File: config.mk
export PLATFORM = sky130hd
export DESIGN_NAME = psm_top
export DESIGN_NICKNAME = d
export VERILOG_FILES = /design/src/psm_pkg.sv /design/src/psm_clkdiv.sv /design/src/psm_stab.sv /design/src/psm_top.sv
export VERILOG_INCLUDE_DIRS = /design/src
export SDC_FILE = /design/constraint.sdc
export NUM_CORES = 1
export LEC_CHECK = 0
export BUFFER_PORTS_ARGS = -buffer_cell sky130_fd_sc_hd__buf_2
export CAP_MARGIN = 40
export CORE_ASPECT_RATIO = 1.25
export CORE_UTILIZATION = 45
export DETAILED_ROUTE_END_ITERATION = 8
export GPL_ROUTABILITY_DRIVEN = 0
export PLACE_DENSITY = 0.67
export SLEW_MARGIN = 5
export SYNTH_ARGS = -nofsm -noshare
export SYNTH_HDL_FRONTEND = slang
export SYNTH_SLANG_ARGS = --single-unit
File: constraint.sdc
create_clock -name clock -period 4.5 [get_ports clock]
set_clock_uncertainty 0.15 [all_clocks]
set_input_delay 0 -clock clock [delete_from_list [all_inputs] [get_ports clock]]
set_output_delay 0 -clock clock [all_outputs]
set_load 0.03 [all_outputs]
File: src/psm_cfg.svh
// Purpose: Constants for the power saving mode controller
// Assumes: Included by bare name
// Notes:   Offsets are byte addresses on the plain register port
`ifndef PSM_CFG_SVH
`define PSM_CFG_SVH

`define PSM_ADDR_W        4
`define PSM_OFF_CTRL      4'h0
`define PSM_OFF_STATUS    4'h4
// Control register fields
`define PSM_CTRL_SLOW     0
`define PSM_CTRL_PRE_LO   1
`define PSM_CTRL_PRE_HI   2
`define PSM_CTRL_TBIE     3
`define PSM_CTRL_LONG     4
`define PSM_CTRL_RESET    5'h00
// Status register fields
`define PSM_STAT_MODE_LO  0
`define PSM_STAT_MODE_HI  2
`define PSM_STAT_SLOW     3
`define PSM_STAT_PRIO_LO  4
`define PSM_STAT_PRIO_HI  5
`define PSM_STAT_GUARD    6
// Priority mask values
`define PSM_PRIO_ENABLE   2'h2
`define PSM_PRIO_RESET    2'h3
// Stabilisation delays in master clock cycles
`define PSM_STAB_SHORT    13'h0100
`define PSM_STAB_LONG     13'h1000
`define PSM_STAB_ONE      13'h0001
`define PSM_DIV_ONE       4'h1
`define PSM_DIV_BASE      5'h02

`endif

File: src/psm_pkg.sv
// Purpose: Types for the power saving mode controller
// Assumes: Nothing
// Notes:   The divider, counter and top modules keep all their state in one struct from here
`default_nettype none
package psm_pkg;

  typedef enum logic [2:0] {
    PSM_ACTIVE = 3'h0,
    PSM_WAIT   = 3'h1,
    PSM_AHALT  = 3'h2,
    PSM_HALT   = 3'h3,
    PSM_STAB   = 3'h4
  } psm_mode_t;

  typedef struct packed {
    logic [3:0] cnt;
    logic       tick;
  } psm_div_t;

  typedef struct packed {
    logic [12:0] cnt;
    logic        busy;
    logic        done;
  } psm_stab_t;

  typedef struct packed {
    psm_mode_t  mode;
    logic [4:0] ctrl;
    logic [1:0] prio;
    logic [1:0] saved_prio;
    logic       guard;
    logic       ccr_push;
    logic       wake_irq;
    logic       cpu_reset;
    logic [7:0] rdata;
    logic [2:0] rst_sync;
    logic       rst_req;
    logic       stab_rst;
  } psm_top_t;

endpackage
`default_nettype wire

File: src/psm_clkdiv.sv
// Purpose: Slow clock enable divider, master clock divided by 2, 4, 8 or 16
// Assumes: One clock, synchronous active high reset
// Notes:   tick is a one-cycle enable pulse
`include "psm_cfg.svh"
`default_nettype none
module psm_clkdiv (
  input  wire logic       clock,
  input  wire logic       rst,
  input  wire logic [1:0] sel,
  output logic            tick
);
  psm_pkg::psm_div_t st_reg;
  psm_pkg::psm_div_t st_next;
  logic [4:0]        span;

  // Divide ratio mask: 2 << sel, minus one
  always_comb begin
    span = `PSM_DIV_BASE << sel;
    st_next = st_reg;
    st_next.cnt = st_reg.cnt + `PSM_DIV_ONE;
    st_next.tick = 1'b0;
    if ((st_reg.cnt & 4'(span - 5'h01)) == 4'(span - 5'h01)) begin
      st_next.cnt = 4'h0;
      st_next.tick = 1'b1;
    end
  end

  // State register
  always_ff @(posedge clock) begin
    if (rst) begin
      st_reg <= '0;
    end else begin
      st_reg <= st_next;
    end
  end

  assign tick = st_reg.tick;
endmodule // psm_clkdiv
`default_nettype wire

File: src/psm_stab.sv
// Purpose: Oscillator stabilisation and wake guard counter
// Assumes: One clock, synchronous active high reset
// Notes:   start loads 256 or 4096 cycles; done pulses once at the end
`include "psm_cfg.svh"
`default_nettype none
module psm_stab (
  input  wire logic clock,
  input  wire logic rst,
  input  wire logic start,
  input  wire logic long_sel,
  output logic      busy,
  output logic      done
);
  psm_pkg::psm_stab_t st_reg;
  psm_pkg::psm_stab_t st_next;

  // Down counter, reload on start
  always_comb begin
    st_next = st_reg;
    st_next.done = 1'b0;
    if (start) begin
      st_next.cnt = (long_sel ? `PSM_STAB_LONG : `PSM_STAB_SHORT) - `PSM_STAB_ONE;
      st_next.busy = 1'b1;
    end else if (st_reg.busy) begin
      if (st_reg.cnt == 13'h0000) begin
        st_next.busy = 1'b0;
        st_next.done = 1'b1;
      end else begin
        st_next.cnt = st_reg.cnt - `PSM_STAB_ONE;
      end
    end
  end

  // State register
  always_ff @(posedge clock) begin
    if (rst) begin
      st_reg <= '0;
    end else begin
      st_reg <= st_next;
    end
  end

  assign busy = st_reg.busy;
  assign done = st_reg.done;
endmodule // psm_stab
`default_nettype wire

File: src/psm_top.sv
// Purpose: Power saving mode controller: run, slow, wait, active-halt, halt
// Assumes: clock is the master clock; rst synchronous active high
// Notes:   Clock gating is expressed as one-cycle enable pulses
// Functional notes
// RL1: After reset, run mode with CPU and peripherals on the master clock.
// RL2: Slow mode divides master clock by 2, 4, 8 or 16 per prescale.
// RL3: Wait entered during slow mode keeps the reduced clock rate.
// RL4: Wait stops the CPU; peripherals stay clocked.
// RL5: Entering wait forces priority mask to 10; nothing else changes.
// RL6: Wait lasts until interrupt or reset, then service routine runs.
// RL7: Halt instruction: active-halt if timebase enable set, else full halt.
// RL8: Active-halt exits on interrupt immediately, without stabilisation delay.
// RL9: Stabilisation delay on active-halt exit only for reset.
// RL10: Active-halt entry forces mask to 10; pending interrupt wakes at once.
// RL11: In active-halt only oscillator and timebase run.
// RL12: Active-halt with timebase enable set blocks watchdog reset.
// RL13: Clearing timebase enable during post-wake delay gives full halt remainder.
// RL14: Wake service pushes condition code, sets level, restores on pop.
// RL15: Flash variant: only reset or timebase wakes active-halt.
// RL16: Full halt exit restarts oscillator, waits 256 or 4096 cycles.
// RL17: After wake, run or slow clocking resumes with settings unchanged.
`include "psm_cfg.svh"
`default_nettype none
module psm_top #(
  parameter bit FLASH_VARIANT = 1'b1
) (
  input  wire logic                  clock,
  input  wire logic                  rst,
  input  wire logic [`PSM_ADDR_W-1:0] reg_addr,
  input  wire logic [7:0]            reg_wdata,
  input  wire logic                  reg_we,
  input  wire logic                  reg_re,
  output logic      [7:0]            reg_rdata,
  input  wire logic                  wait_for_irq_instr,
  input  wire logic                  halt_instr,
  input  wire logic                  irq_pending,
  input  wire logic                  irq_halt_wake,
  input  wire logic                  irq_ahalt_wake,
  input  wire logic                  timebase_irq,
  input  wire logic [1:0]            irq_level,
  input  wire logic                  cpu_prio_we,
  input  wire logic [1:0]            cpu_prio_wdata,
  input  wire logic                  cpu_iret,
  input  wire logic                  reset_pin_req,
  output logic                       cpu_clk_en,
  output logic                       periph_clk_en,
  output logic                       timebase_clk_en,
  output logic                       osc_on,
  output logic                       wdg_reset_block,
  output logic      [1:0]            condition_code_prio,
  output logic                       condition_code_push,
  output logic                       wake_irq_service,
  output logic                       cpu_reset_out
);
  psm_pkg::psm_top_t st_reg;
  psm_pkg::psm_top_t st_next;
  logic              div_tick;
  logic              rate_en;
  logic              stab_start;
  logic              stab_busy;
  logic              stab_done;
  logic              slow_mode_select;
  logic [1:0]        slow_clock_prescale;
  logic              timebase_irq_enable;
  logic              rst_edge;
  logic              ahalt_wake;

  // Field aliases of the clock control/status register
  assign slow_mode_select    = st_reg.ctrl[`PSM_CTRL_SLOW];
  assign slow_clock_prescale = st_reg.ctrl[`PSM_CTRL_PRE_HI:`PSM_CTRL_PRE_LO];
  assign timebase_irq_enable = st_reg.ctrl[`PSM_CTRL_TBIE];

  psm_clkdiv u_div (
    .clock (clock),
    .rst   (rst),
    .sel   (slow_clock_prescale),
    .tick  (div_tick)
  );

  psm_stab u_stab (
    .clock    (clock),
    .rst      (rst),
    .start    (stab_start),
    .long_sel (st_reg.ctrl[`PSM_CTRL_LONG]),
    .busy     (stab_busy),
    .done     (stab_done)
  );

  // CPU rate: full master clock in run, divided in slow [RL1] [RL2]
  assign rate_en = slow_mode_select ? div_tick : 1'b1;
  // Reset pin request counts once synchroniser stages two and three agree
  assign rst_edge = st_reg.rst_sync[2] & st_reg.rst_sync[1] & ~st_reg.rst_req;
  // Flash parts wake from active-halt on timebase or reset only; this term holds the interrupt sources [RL15]
  assign ahalt_wake = timebase_irq | (irq_ahalt_wake & ~FLASH_VARIANT);

  // Next state of the whole controller
  always_comb begin
    st_next = st_reg;
    stab_start = 1'b0;
    st_next.ccr_push = 1'b0;
    st_next.wake_irq = 1'b0;
    st_next.cpu_reset = 1'b0;
    st_next.rst_sync = {st_reg.rst_sync[1:0], reset_pin_req};
    if (st_reg.rst_sync[2] == st_reg.rst_sync[1]) begin
      st_next.rst_req = st_reg.rst_sync[2];
    end
    // Register writes; read data one cycle later
    if (reg_we && reg_addr == `PSM_OFF_CTRL) begin
      st_next.ctrl = reg_wdata[4:0];
    end
    st_next.rdata = 8'h00;
    if (reg_re && reg_addr == `PSM_OFF_CTRL) begin
      st_next.rdata = {3'h0, st_reg.ctrl};
    end else if (reg_re && reg_addr == `PSM_OFF_STATUS) begin
      st_next.rdata = {1'b0, st_reg.guard, st_reg.prio, slow_mode_select, st_reg.mode};
    end
    // Priority mask normal updates and restore on return [RL14]
    if (cpu_prio_we) begin
      st_next.prio = cpu_prio_wdata;
    end else if (cpu_iret) begin
      st_next.prio = st_reg.saved_prio; // [RL14]
    end
    unique case (st_reg.mode)
      psm_pkg::PSM_ACTIVE: begin
        if (st_reg.guard && !stab_busy) begin
          st_next.guard = 1'b0;
        end else if (st_reg.guard && !timebase_irq_enable) begin
          st_next.mode = psm_pkg::PSM_HALT; // [RL13]
        end
        if (wait_for_irq_instr) begin
          st_next.mode = psm_pkg::PSM_WAIT; // [RL3] [RL4]
          st_next.prio = `PSM_PRIO_ENABLE; // [RL5]
        end else if (halt_instr) begin
          st_next.prio = `PSM_PRIO_ENABLE; // [RL10]
          st_next.guard = 1'b0;
          if (timebase_irq_enable) begin
            st_next.mode = psm_pkg::PSM_AHALT; // [RL7]
          end else begin
            st_next.mode = psm_pkg::PSM_HALT; // [RL7]
          end
        end
      end
      psm_pkg::PSM_WAIT: begin
        if (rst_edge) begin
          st_next.mode = psm_pkg::PSM_ACTIVE; // [RL6]
          st_next.cpu_reset = 1'b1;
        end else if (irq_pending) begin
          st_next.mode = psm_pkg::PSM_ACTIVE; // [RL6] [RL17]
          st_next.wake_irq = 1'b1;
        end
      end
      psm_pkg::PSM_AHALT: begin
        if (rst_edge) begin
          // Reset wake waits for the oscillator; the reset pulse comes at the end
          st_next.mode = psm_pkg::PSM_STAB; // [RL9]
          st_next.stab_rst = 1'b1;
          stab_start = 1'b1;
        end else if (ahalt_wake) begin
          st_next.mode = psm_pkg::PSM_ACTIVE; // [RL8] [RL17]
          st_next.wake_irq = 1'b1;
          st_next.guard = 1'b1;
          stab_start = 1'b1; // Guard window for the enable bit [RL13]
        end
      end
      psm_pkg::PSM_HALT: begin
        if (st_reg.guard) begin
          if (stab_done) begin
            st_next.mode = psm_pkg::PSM_ACTIVE; // [RL13]
            st_next.guard = 1'b0;
          end
        end else if (rst_edge || irq_halt_wake) begin
          st_next.mode = psm_pkg::PSM_STAB; // [RL16]
          st_next.stab_rst = rst_edge;
          stab_start = 1'b1;
        end
      end
      psm_pkg::PSM_STAB: begin
        if (stab_done) begin
          st_next.mode = psm_pkg::PSM_ACTIVE; // [RL16]
          // Reset-caused exits fetch the reset vector, others take the interrupt
          st_next.cpu_reset = st_reg.stab_rst; // [RL9]
          st_next.wake_irq = ~st_reg.stab_rst;
          st_next.stab_rst = 1'b0;
        end
      end
      default: begin
        st_next.mode = psm_pkg::PSM_ACTIVE;
      end
    endcase
    // Push condition code and raise to routine level on service [RL14]
    if (st_next.wake_irq) begin
      st_next.ccr_push = 1'b1;
      st_next.saved_prio = st_next.prio;
      st_next.prio = irq_level;
    end
  end

  // State register; reset lands in run mode with interrupts masked [RL1]
  always_ff @(posedge clock) begin
    if (rst) begin
      st_reg <= '0;
      st_reg.mode <= psm_pkg::PSM_ACTIVE;
      st_reg.ctrl <= `PSM_CTRL_RESET;
      st_reg.prio <= `PSM_PRIO_RESET;
      st_reg.saved_prio <= `PSM_PRIO_RESET;
    end else begin
      st_reg <= st_next;
    end
  end

  // Clock enables per mode [RL4] [RL11] [RL12]
  assign cpu_clk_en      = (st_reg.mode == psm_pkg::PSM_ACTIVE) & rate_en;
  assign periph_clk_en   = (st_reg.mode == psm_pkg::PSM_ACTIVE ||
                            st_reg.mode == psm_pkg::PSM_WAIT) & rate_en;
  assign timebase_clk_en = (st_reg.mode != psm_pkg::PSM_HALT);
  assign osc_on          = (st_reg.mode != psm_pkg::PSM_HALT);
  assign wdg_reset_block = (st_reg.mode == psm_pkg::PSM_AHALT); // [RL12]
  assign condition_code_prio = st_reg.prio;
  assign condition_code_push = st_reg.ccr_push;
  assign wake_irq_service    = st_reg.wake_irq;
  assign cpu_reset_out       = st_reg.cpu_reset;
  assign reg_rdata           = st_reg.rdata;

  // Checks on the controller
  a_wait_entry: assert property (@(posedge clock) disable iff (rst) // [RL5]
    (st_reg.mode == psm_pkg::PSM_ACTIVE && wait_for_irq_instr && !cpu_prio_we)
      |=> (st_reg.mode == psm_pkg::PSM_WAIT && st_reg.prio == `PSM_PRIO_ENABLE))
    else $error("wait entry wrong");
  a_cpu_stopped: assert property (@(posedge clock) disable iff (rst) // [RL4]
    (st_reg.mode != psm_pkg::PSM_ACTIVE) |-> !cpu_clk_en)
    else $error("cpu clocked outside run");
  a_wait_periph: assert property (@(posedge clock) disable iff (rst) // [RL4]
    (st_reg.mode == psm_pkg::PSM_WAIT && !slow_mode_select) |-> periph_clk_en)
    else $error("peripherals stopped in wait");
  a_wait_wake: assert property (@(posedge clock) disable iff (rst) // [RL6]
    (st_reg.mode == psm_pkg::PSM_WAIT && irq_pending && !rst_edge)
      |=> (st_reg.mode == psm_pkg::PSM_ACTIVE && wake_irq_service && condition_code_push))
    else $error("wait wake missing");
  a_halt_select: assert property (@(posedge clock) disable iff (rst) // [RL7]
    (st_reg.mode == psm_pkg::PSM_ACTIVE && halt_instr && !wait_for_irq_instr)
      |=> (st_reg.mode == ($past(timebase_irq_enable) ? psm_pkg::PSM_AHALT
                                                      : psm_pkg::PSM_HALT)))
    else $error("halt selection wrong");
  a_ahalt_fast: assert property (@(posedge clock) disable iff (rst) // [RL8]
    (st_reg.mode == psm_pkg::PSM_AHALT && timebase_irq && !rst_edge)
      |=> st_reg.mode == psm_pkg::PSM_ACTIVE)
    else $error("active-halt wake delayed");
  a_halt_stab: assert property (@(posedge clock) disable iff (rst) // [RL16]
    (st_reg.mode == psm_pkg::PSM_HALT && !st_reg.guard && irq_halt_wake)
      |=> (st_reg.mode == psm_pkg::PSM_STAB)[*8])
    else $error("halt exit skipped delay");
  a_ahalt_clocks: assert property (@(posedge clock) disable iff (rst) // [RL11]
    (st_reg.mode == psm_pkg::PSM_AHALT) |-> (osc_on && timebase_clk_en && !periph_clk_en))
    else $error("active-halt clocking wrong");
  a_flash_wake: assert property (@(posedge clock) disable iff (rst) // [RL15]
    (FLASH_VARIANT && st_reg.mode == psm_pkg::PSM_AHALT && !timebase_irq && !rst_edge)
      |=> st_reg.mode == psm_pkg::PSM_AHALT)
    else $error("flash part woke wrongly");
  a_slow_rate: assert property (@(posedge clock) disable iff (rst) // [RL2]
    (st_reg.mode == psm_pkg::PSM_ACTIVE && slow_mode_select && cpu_clk_en
      && slow_clock_prescale == 2'h0 && $stable(slow_clock_prescale)) |=> !div_tick)
    else $error("slow divide wrong");

  // Reset, slow wait, stabilisation, guard and priority checks
  a_reset_run: assert property (@(posedge clock) disable iff (rst) // [RL1]
    $fell(rst) |-> (st_reg.mode == psm_pkg::PSM_ACTIVE && cpu_clk_en && periph_clk_en))
    else $error("reset did not land in run");
  a_slow_wait: assert property (@(posedge clock) disable iff (rst) // [RL3]
    (st_reg.mode == psm_pkg::PSM_WAIT && slow_mode_select) |-> (periph_clk_en == div_tick))
    else $error("slow wait rate wrong");
  a_ahalt_reset: assert property (@(posedge clock) disable iff (rst) // [RL9]
    (st_reg.mode == psm_pkg::PSM_AHALT && rst_edge)
      |=> (st_reg.mode == psm_pkg::PSM_STAB && !cpu_reset_out && !wake_irq_service))
    else $error("reset wake skipped delay");
  a_stab_exit: assert property (@(posedge clock) disable iff (rst) // [RL9]
    (st_reg.mode == psm_pkg::PSM_STAB && stab_done)
      |=> (st_reg.mode == psm_pkg::PSM_ACTIVE && cpu_reset_out == $past(st_reg.stab_rst)
           && wake_irq_service != $past(st_reg.stab_rst)))
    else $error("stabilisation exit wrong");
  a_ahalt_entry: assert property (@(posedge clock) disable iff (rst) // [RL10]
    (st_reg.mode == psm_pkg::PSM_ACTIVE && halt_instr && !wait_for_irq_instr && !cpu_prio_we)
      |=> st_reg.prio == `PSM_PRIO_ENABLE)
    else $error("halt entry priority wrong");
  a_guard_halt: assert property (@(posedge clock) disable iff (rst) // [RL13]
    (st_reg.mode == psm_pkg::PSM_ACTIVE && st_reg.guard && stab_busy && !timebase_irq_enable
      && !wait_for_irq_instr && !halt_instr) |=> st_reg.mode == psm_pkg::PSM_HALT)
    else $error("guard halt missing");
  a_wake_push: assert property (@(posedge clock) disable iff (rst) // [RL14]
    wake_irq_service |-> (condition_code_push && condition_code_prio == $past(irq_level)))
    else $error("service entry priority wrong");
  a_prio_restore: assert property (@(posedge clock) disable iff (rst) // [RL14]
    (st_reg.mode == psm_pkg::PSM_ACTIVE && cpu_iret && !cpu_prio_we
      && !wait_for_irq_instr && !halt_instr)
      |=> st_reg.prio == $past(st_reg.saved_prio))
    else $error("priority not restored");
  a_halt_osc: assert property (@(posedge clock) disable iff (rst) // [RL16]
    (st_reg.mode == psm_pkg::PSM_HALT) |-> (!osc_on && !periph_clk_en && !cpu_clk_en))
    else $error("clocks running in halt");
  a_stab_osc: assert property (@(posedge clock) disable iff (rst) // [RL16]
    (st_reg.mode == psm_pkg::PSM_STAB) |-> (osc_on && !periph_clk_en))
    else $error("oscillator off while settling");

  c_wait_cycle: cover property (@(posedge clock) disable iff (rst)
    st_reg.mode == psm_pkg::PSM_WAIT ##1 st_reg.mode == psm_pkg::PSM_ACTIVE);
  c_ahalt_wake: cover property (@(posedge clock) disable iff (rst)
    st_reg.mode == psm_pkg::PSM_AHALT ##1 wake_irq_service);
  c_halt_stab: cover property (@(posedge clock) disable iff (rst)
    st_reg.mode == psm_pkg::PSM_STAB ##1 st_reg.mode == psm_pkg::PSM_ACTIVE);
  c_guard_halt: cover property (@(posedge clock) disable iff (rst)
    st_reg.guard && st_reg.mode == psm_pkg::PSM_HALT);
  c_slow_wait: cover property (@(posedge clock) disable iff (rst)
    st_reg.mode == psm_pkg::PSM_WAIT && slow_mode_select);
endmodule // psm_top
`default_nettype wire

==> reports/metrics.yaml, run 1 <==
run_status:
  status: "complete, no violations"
worst_setup_path:
  cp-start-kind: "flop"
  crit_slowest_cell: "dfxtp_1"
  crit_arrival_ns: 2.65
  worstSetupPathType: "reg2reg"
  crit_path_end_kind: "flop"
  worstPathCellList: "nor2b_1 > a21oi_1 > o32a_1 > a211o_1 > dlygate4sd3_1"
  critPathRequiredTime_ns: 4.55
  max_stage_delay_ns: 0.68
  critPathMaxFanout: 18
clock_network:
  cts.clk_slew.worst_paths_ns: 0.09
  cts_root_buffer: "clkbuf_8"
  cts_sinks: 47
  cts_buffers: 5
  clk_latency_ns: 0.30
  cts_resized: 0
  cts_buffer_depth: 2
  cts_tree: "yes"
  h-tree-depth: 2
grt:
  grt_start_max_net_pins: 40
  grt-ovfl-total: 0
  antenna_found_initial: 0
  grt_pass1_wl_mm: 8.10
  first_global_vias: 1801
  grt_usage: 0.189
sta:
  relSlewSlack: 0.520
  report.final.slew_viol_count: 0
  timing.final.crit_share: 0.578
  rsz0062_at_grt: "no"
  period_needed_ns: 2.60
  finalSetupViolCount: 0
  worst-slew-pin-transition_ns: 0.720
  finalHoldViolations: 0
  fmax_ghz: 0.384
  finalSetupTns_ns: 0
die:
  row_count: 29
  die_height_um: 82.9
  die_x_um: 66.7
  core-area_um2: 5040
  start_util: 0.467
  ios: 47
  fp.dieArea_um2: 5530
yosys:
  ys_types: 50
  async_flop_share: 0
  synth_area_um2: 2350
  synthesis.nets: 301
  synth_flop_cell: "dfxtp_1"
  yosys_warnings: 0
  avgSynthCellArea_um2: 8.78
  synth_top_area_cell: "dfxtp_1"
  synth-edff-count: 0
  ys_top_cells_by_area: "dfxtp_1 40%, mux2i_1 6.0%, nor2_1 4.8%"
  synth_seq_area_share: 0.400
  synth_seq_cells: 47
  synth_top_area_frac: 0.400
  syn_inst: 268
drt:
  wirelength_mm: 4.94
  routed-via-count: 2000
  ant_nets: 0
  initialDrtViolationCount: 168
  vias_per_cell: 5.38
  drt_pre_antenna_iters: 4
  route.detailed.drc: 0
  wl_per_cell_um: 13.3
place:
  place_hpwl_mm: 3.38
  dp.cells: 347
  io_buffer_count: 41
power:
  p_sw_frac: 0.379
  p_leak_nw: 1.18
  power-per-cell-area_nw_per_um2: 515
  pwr-share-comb: 0.379
  switchingPower_uw: 546
  seqPwrFrac: 0.393
  pwr-share-clk: 0.229
  p_int_uw: 894
  peakVddDrop_uv: 209
layout:
  syn_to_final_growth_pct: 18.7
  drive_gt1_frac: 0.190
  fillCellCount: 471
  nNetsFinal: 342
  n_antenna_cell: 0
  largest_reg_flops: 13
  utilization: 0.554
  mostFrequentLayoutCell: "dfxtp_1"
  layout_common_cells: "47 x dfxtp_1, 41 x buf_2, 30 x nor2_1, 22 x a21oi_1, 17 x dlygate4sd3_1"
  final_cells: 372
hold_path:
  min_path_type: "in2reg"
job:
  cap_violations: 0
## worst max-delay path, delay by kind of cell, from the launching register on
kind,cells,cell delay (ns)
AO/OA/AOI/OAI,3,0.83
buffers and inverters,1,0.54
flip-flops,1,0.68
AND/OR/NAND/NOR,1,0.29
## cell families (layout without fill, tap and decap cells)
logic type,count (synthesis),in the layout,share of synthesized area
buffers and inverters,38,80,0.0808
other,1,1,0.00159
and+or+nand+nor,98,98,0.220
muxes,16,16,0.0702
adders and majority gates,4,4,0.0213
DFF,47,47,0.400
xor gates and xnor gates,12,12,0.0447
AOI/OAI and AO/OA,52,52,0.162
## power groups by stage
stage	clock network, mW	logic, mW	registers (mW)
6_report	0.329	0.546	0.565
5_1_grt	0.353	0.597	0.579
4_1_cts	0.338	0.546	0.564
3_5_place_dp	0	0.529	0.573
3_3_place_gp	0	0.527	0.573
2_1_floorplan	0	0.474	0.529
## cells in the mapped netlist (3+ instances only)
cell and instances:
nor2b_1 10, a21oi_1 22, a211oi_1 3, xnor2_1 9, mux2i_1 14, nand3_1 6
nor2_1 30, ha_1 4, buf_4 12, and3b_1 4, nor3_1 8, clkbuf_1 11
nand2_1 13, inv_1 13, o21ai_0 4, dfxtp_1 47, nand4_1 4, nand2b_1 5
nor4_1 4, a211o_1 4, xor2_1 3
## final timing paths
path                     from                      to  slack, ns  cells after the start
hold / removal    cpu_prio_we              st_reg[18]       0.04                      5
setup reg to reg   st_reg[26]  condition_code_prio[1]       1.90                      5
hold reg to reg    st_next[3]              st_next[4]       0.30                      1
setup / recovery   st_reg[26]  condition_code_prio[1]       1.90                      5
## layer usage
metal	part of all wire	track usage
met1	0.44	0.233
met2	0.49	0.311
met3	0.047	0.0440
met4	0.019	0.0735
met5	0	0
## layout make-up
type | instances | area [µm²] | area share
clock buffers | 6 | 82.6 | 0.0296
clock inverters | 2 | 38.8 | 0.0139
inverters | 13 | 48.8 | 0.0175
multi-input cells | 183 | 1220 | 0.438
flip-flops and latches | 47 | 941 | 0.337
well taps | 62 | 77.6 | 0.0278
repair buffers | 59 | 383 | 0.137
## metrics by stage
step	area (µm²)	setup slack, ns	power, mW	hold slack, ns
after global routing	2790	1.77	1.53	0.0749
final	2790	1.90	1.44	0.0394
after CTS	2790	1.92	1.45	0.00702
after floorplan	2350	2.53	1.00	-0.0218
after global placement	2500	2.39	1.10	0.0645
after detailed placement	2500	2.36	1.10	0.0657
## repair_timing
| action | in CTS | in global routing |
|---|---|---|
| endpoints found under the setup margin | 0 | 0 |
| endpoints found under the hold margin | 18 | 0 |
| hold buffers | 17 | 0 |
| setup buffers | 0 | 0 |
No activity file was read; power rests on OpenSTA's default activity.
==> inputs of run 2 (changes only) <==
clock period = 2.7 ns   (was 4.5 ns; I/O delays follow)
==> reports/metrics.yaml, run 2 (same netlist as run 1, synthesis figures left out) <==
drt:
  vias_per_cell: 5.31  # was 5.38
  wl_per_cell_um: 13.7  # was 13.3 µm
  wirelength_mm: 5.10  # was 4.94 mm
  routed-via-count: 1980  # was 2000
  drt_pre_antenna_iters: 5  # was 4
  initialDrtViolationCount: 162  # was 168
  ant_nets: 0  # unchanged
  route.detailed.drc: 0  # unchanged
grt:
  grt_usage: 0.196  # was 0.189
  grt-ovfl-total: 0  # unchanged
  antenna_found_initial: 0  # unchanged
  grt_start_max_net_pins: 40  # unchanged
  grt_pass1_wl_mm: 8.36  # was 8.10 mm
  first_global_vias: 1845  # was 1801
die:
  row_count: 29  # unchanged
  die_height_um: 82.9  # unchanged
  fp.dieArea_um2: 5530  # unchanged
  core-area_um2: 5040  # unchanged
  ios: 47  # unchanged
  start_util: 0.467  # unchanged
  die_x_um: 66.7  # unchanged
run_status:
  status: "complete, no violations"  # unchanged
clock_network:
  post_cts_buffers: 0  # unchanged
  cts_tree: "yes"  # unchanged
  clk_latency_ns: 0.30  # about the same
  cts_sinks: 47  # unchanged
  h-tree-depth: 2  # unchanged
  cts_buffers: 5  # unchanged
  cts_root_buffer: "clkbuf_8"  # unchanged
  cts_buffer_depth: 2  # unchanged
  cts.clk_slew.worst_paths_ns: 0.09  # about the same
power:
  p_leak_nw: 1.19  # was 1.18 nW
  power_mw: 2.48  # was 1.44 mW
  peakVddDrop_uv: 367  # was 209 µV
  power-per-cell-area_nw_per_um2: 882  # was 515 nW/µm²
layout:
  syn_to_final_growth_pct: 19.6  # was 18.7%
  final_cells: 373  # was 372
  mostFrequentLayoutCell: "dfxtp_1"  # unchanged
  register_area_um2: 942  # was 941 µm²
  layout_common_cells: "46 x dfxtp_1, 41 x buf_2, 30 x nor2_1, 22 x a21oi_1, 17 x dlygate4sd3_1"  # was 47 x dfxtp_1, 41 x buf_2, 30 x nor2_1, 22 x a21oi_1, 17 x dlygate4sd3_1
  fillCellCount: 457  # was 471
  utilization: 0.558  # was 0.554
  nNetsFinal: 343  # was 342
  largest_reg_flops: 13  # unchanged
  multi_input_area_um2: 1220  # unchanged
  drive_gt1_frac: 0.193  # was 0.190
  n_antenna_cell: 0  # unchanged
worst_setup_path:
  cp-start-kind: "flop"  # unchanged
  critPathMaxFanout: 15  # was 18
  critPathRequiredTime_ns: 2.75  # was 4.55 ns
  worstSetupPathType: "reg2reg"  # unchanged
  rrSetupSlack_ns: 0.13  # was 1.90 ns
  crit_arrival_ns: 2.62  # was 2.65 ns
  crit_path_end_kind: "flop"  # unchanged
sta:
  fmax_ghz: 0.389  # was 0.384 GHz
  finalSetupViolCount: 0  # unchanged
  period_needed_ns: 2.57  # was 2.60 ns
  rsz0062_at_grt: "no"  # unchanged
  report.final.slew_viol_count: 0  # unchanged
  finalSetupTns_ns: 0  # unchanged
  timing.final.crit_share: 0.952  # was 0.578
  finalHoldViolations: 0  # unchanged
  relSlewSlack: 0.526  # was 0.520
  worst-slew-pin-transition_ns: 0.711  # was 0.720 ns
hold_path:
  min_path_type: "in2reg"  # unchanged
job:
  cap_violations: 0  # unchanged
place:
  io_buffer_count: 41  # unchanged
  place_hpwl_mm: 3.36  # was 3.38 mm
  dp.cells: 348  # was 347
run 2: metal layers:
| metal | global-route usage | wire length, µm | vias to the layer above | share of wire |
|---|---|---|---|---|
| met5 | 0 | 0 | - | 0 |
| met4 | 0.0812 | 53 | 0 | 0.010 |
| met3 | 0.0453 | 250 | 4 | 0.049 |
| met2 | 0.325 | 2430 | 56 | 0.48 |
| met1 | 0.238 | 2370 | 905 | 0.46 |
| li1 | - | - | 1015 | - |
run 2: power breakdown:
group / switching (mW) / internal, mW / total (mW) / leakage [nW]
registers: 0.157 / 0.794 / 0.951 / 0.383
clock network: 0.240 / 0.370 / 0.610 / 0.0654
logic: 0.523 / 0.399 / 0.922 / 0.744
run 2: per-stage QoR:
stage | hold WS (ns) | area [µm²] | setup WS (ns)
after floorplan | -0.0218 | 2350 | 0.732
after global placement | 0.0667 | 2510 | 0.604
after detailed placement | 0.0765 | 2510 | 0.530
after CTS | 0.00652 | 2810 | 0.112
after global routing | 0.0348 | 2810 | 0.0464
final | 0.0312 | 2810 | 0.128
run 2: layout make-up:
class	count	share of cell area
multi-input cells	183	0.434
flip-flops and latches	47	0.335
repair buffers	60	0.139
well taps	62	0.0276
clock buffers	6	0.0258
clock inverters	2	0.0213
inverters	13	0.0173
run 2: worst paths after layout:
path,startpoint,to,cells after the start
worst max-delay path,st_reg[27],condition_code_prio[1],6
worst min-delay path,cpu_prio_we,st_reg[18],5
worst max register to register,st_reg[27],condition_code_prio[1],6
worst min register to register,st_next[3],st_next[4],1
run 2: critical path: stages, from the launching register on:
cell           delay (ns)
dfxtp_1              0.66
nor2b_1              0.15
a21oi_1              0.20
o32a_1               0.40
nor2b_1              0.09
a211o_1              0.26
dlygate4sd3_1        0.55
run 2: repair_timing:
item / 4_1_cts / 5_1_grt
endpoints found under the hold margin: 18 / 0
setup endpoints to repair: 0 / 1
hold buffers: 17 / 0
gates resized for setup: 0 / 1
==> inputs of run 3 (changes only) <==
CELL_PAD_IN_SITES_DETAIL_PLACEMENT = 0   (was not set)
CELL_PAD_IN_SITES_GLOBAL_PLACEMENT = 1   (was not set)
CORE_UTILIZATION = 41   (was 45)
PLACE_DENSITY = not set   (was 0.67)
PLACE_DENSITY_LB_ADDON = 0.1   (was not set)
==> reports/metrics.yaml, run 3 (same netlist as run 1, synthesis figures left out) <==
layout:
  syn_to_final_growth_pct: 18.6  # was 19.6%
  n_antenna_cell: 0  # unchanged
  drive_gt1_frac: 0.202  # was 0.193
  fin_area_um2: 2790  # was 2810 µm²
  mostFrequentLayoutCell: "dfxtp_1"  # unchanged
  nNetsFinal: 344  # was 343
  fillCellCount: 551  # was 457
  layout_common_cells: "45 x dfxtp_1, 41 x buf_2, 30 x nor2_1, 22 x a21oi_1, 17 x dlygate4sd3_1"  # was 46 x dfxtp_1, 41 x buf_2, 30 x nor2_1, 22 x a21oi_1, 17 x dlygate4sd3_1
  largest_reg_flops: 13  # unchanged
worst_setup_path:
  worstSetupPathType: "reg2reg"  # unchanged
  rrSetupSlack_ns: 0.20  # was 0.13 ns
  worstPathCellList: "mux2_2 > mux2i_1 > dlygate4sd3_1 > o41ai_1 > a211o_1 > dlygate4sd3_1"  # was nor2b_1 > a21oi_1 > o32a_1 > nor2b_1 > a211o_1 > dlygate4sd3_1
  crit_arrival_ns: 2.55  # was 2.62 ns
  cp-start-kind: "flop"  # unchanged
  critPathRequiredTime_ns: 2.75  # about the same
  max_stage_delay_ns: 0.56  # was 0.66 ns
  crit_slowest_cell: "dlygate4sd3_1"  # was dfxtp_1
  crit_path_end_kind: "flop"  # unchanged
  critPathMaxFanout: 3  # was 15
  crit_top_cell: "dlygate4sd3_1"  # was nor2b_1
clock_network:
  cts_tree: "yes"  # unchanged
  cts_sinks: 47  # unchanged
  cts_root_buffer: "clkbuf_8"  # unchanged
  cts.clk_slew.worst_paths_ns: 0.09  # about the same
  h-tree-depth: 2  # unchanged
  cts_buffers: 5  # unchanged
  cts_buffer_depth: 2  # unchanged
  clk_latency_ns: 0.30  # about the same
sta:
  timing.final.ws_setup_ns: 0.205  # was 0.128 ns
  finalHoldViolations: 0  # unchanged
  timing.final.crit_share: 0.924  # was 0.952
  fmax_ghz: 0.401  # was 0.389 GHz
  relSlewSlack: 0.622  # was 0.526
  rsz0062_at_grt: "no"  # unchanged
  finalSetupViolCount: 0  # unchanged
  worst-slew-pin-transition_ns: 0.567  # was 0.711 ns
  report.final.slew_viol_count: 0  # unchanged
  finalSetupTns_ns: 0  # unchanged
  period_needed_ns: 2.50  # was 2.57 ns
die:
  die_height_um: 86.7  # was 82.9 µm
  die_x_um: 69.8  # was 66.7 µm
  start_util: 0.429  # was 0.467
  row_count: 30  # was 29
  fp.dieArea_um2: 6050  # was 5530 µm²
  ios: 47  # unchanged
  core-area_um2: 5480  # was 5040 µm²
drt:
  drt_pre_antenna_iters: 4  # was 5
  wirelength_mm: 5.21  # was 5.10 mm
  ant_nets: 0  # unchanged
  vias_per_cell: 5.26  # was 5.31
  routed-via-count: 1976  # was 1980
  wl_per_cell_um: 13.9  # was 13.7 µm
  route.detailed.drc: 0  # unchanged
  initialDrtViolationCount: 78  # was 162
power:
  p_leak_nw: 1.18  # was 1.19 nW
  power-per-cell-area_nw_per_um2: 835  # was 882 nW/µm²
  peakVddDrop_uv: 369  # was 367 µV
grt:
  antenna_found_initial: 0  # unchanged
  grt_pass1_wl_mm: 8.88  # was 8.36 mm
  grt_start_max_net_pins: 29  # was 40
  first_global_vias: 1963  # was 1845
  grt_usage: 0.184  # was 0.196
  grt-ovfl-total: 0  # unchanged
place:
  io_buffer_count: 41  # unchanged
  place_hpwl_mm: 3.63  # was 3.36 mm
  pre_cts_ws_ns: 0.568  # was 0.530 ns
  post_dp_cell_area_um2: 2520  # was 2510 µm²
job:
  cap_violations: 0  # unchanged
run_status:
  status: "complete, no violations"  # unchanged
hold_path:
  min_path_type: "in2reg"  # unchanged
run 3: changes by cell type in the layout (fill, tap and decap cells not counted), sizes merged:
| cell | previous run | this run |
|---|---|---|
| buf | 43 | 44 |
| bufinv | 2 | 0 |
| clkinv | 0 | 1 |
| clkinvlp | 0 | 1 |
run 3: worst paths after layout:
check	endpoint	from	cells after the start
setup / recovery	condition_code_prio[1]	condition_code_prio[1]	6
hold / removal	u_div.st_reg[1]	rst	2
setup reg to reg	condition_code_prio[1]	condition_code_prio[1]	6
hold reg to reg	st_next[4]	st_next[3]	1
run 3: critical path, delay by kind of cell, from the launching register on:
family / cells / cell delay (ns)
AOI/OAI and AO/OA: 2 / 0.43
buffers and inverters: 2 / 1.11
DFF: 1 / 0.33
muxes: 2 / 0.37
run 3: final cells by class:
type                            instances  area (µm²)  area share
Timing Repair Buffer                   61         398       0.143
Inverter                               13        48.8      0.0175
Clock inverter                          2        16.3     0.00583
Tap cell                               64        80.1      0.0287
Multi-Input combinational cell        183        1220       0.438
Sequential cell                        47         943       0.338
Clock buffer                            6        82.6      0.0296
run 3: through the flow:
stage               cells  hold slack (ns)  total power [mW]  utilization
global route          376           0.0433              2.49        0.509
detailed placement    351           0.0685              1.87        0.460
finish                376           0.0152              2.33        0.509
floorplan             268          -0.0218              1.67            -
global placement      351           0.0638              1.87        0.460
CTS                   376          0.00820              2.35        0.509
run 3: power breakdown:
group          switching [mW]  internal, mW
clock network           0.246         0.209
registers               0.152         0.795
logic                   0.519         0.410
run 3: what timing repair did:
item | CTS | global route
endpoints found under the hold margin | 18 | 0
endpoints found under the setup margin | 0 | 1
hold buffers | 17 | 0
gates resized for setup | 0 | 2
setup buffers | 0 | 0
run 3: routing by layer:
layer  global-route usage  up-vias  wire length (µm)
met5                    0        -                 0
li1                     -     1013                 -
met4               0.0673        0                68
met2                0.346       32              2750
met3               0.0291        7               148
met1                0.207      924              2250
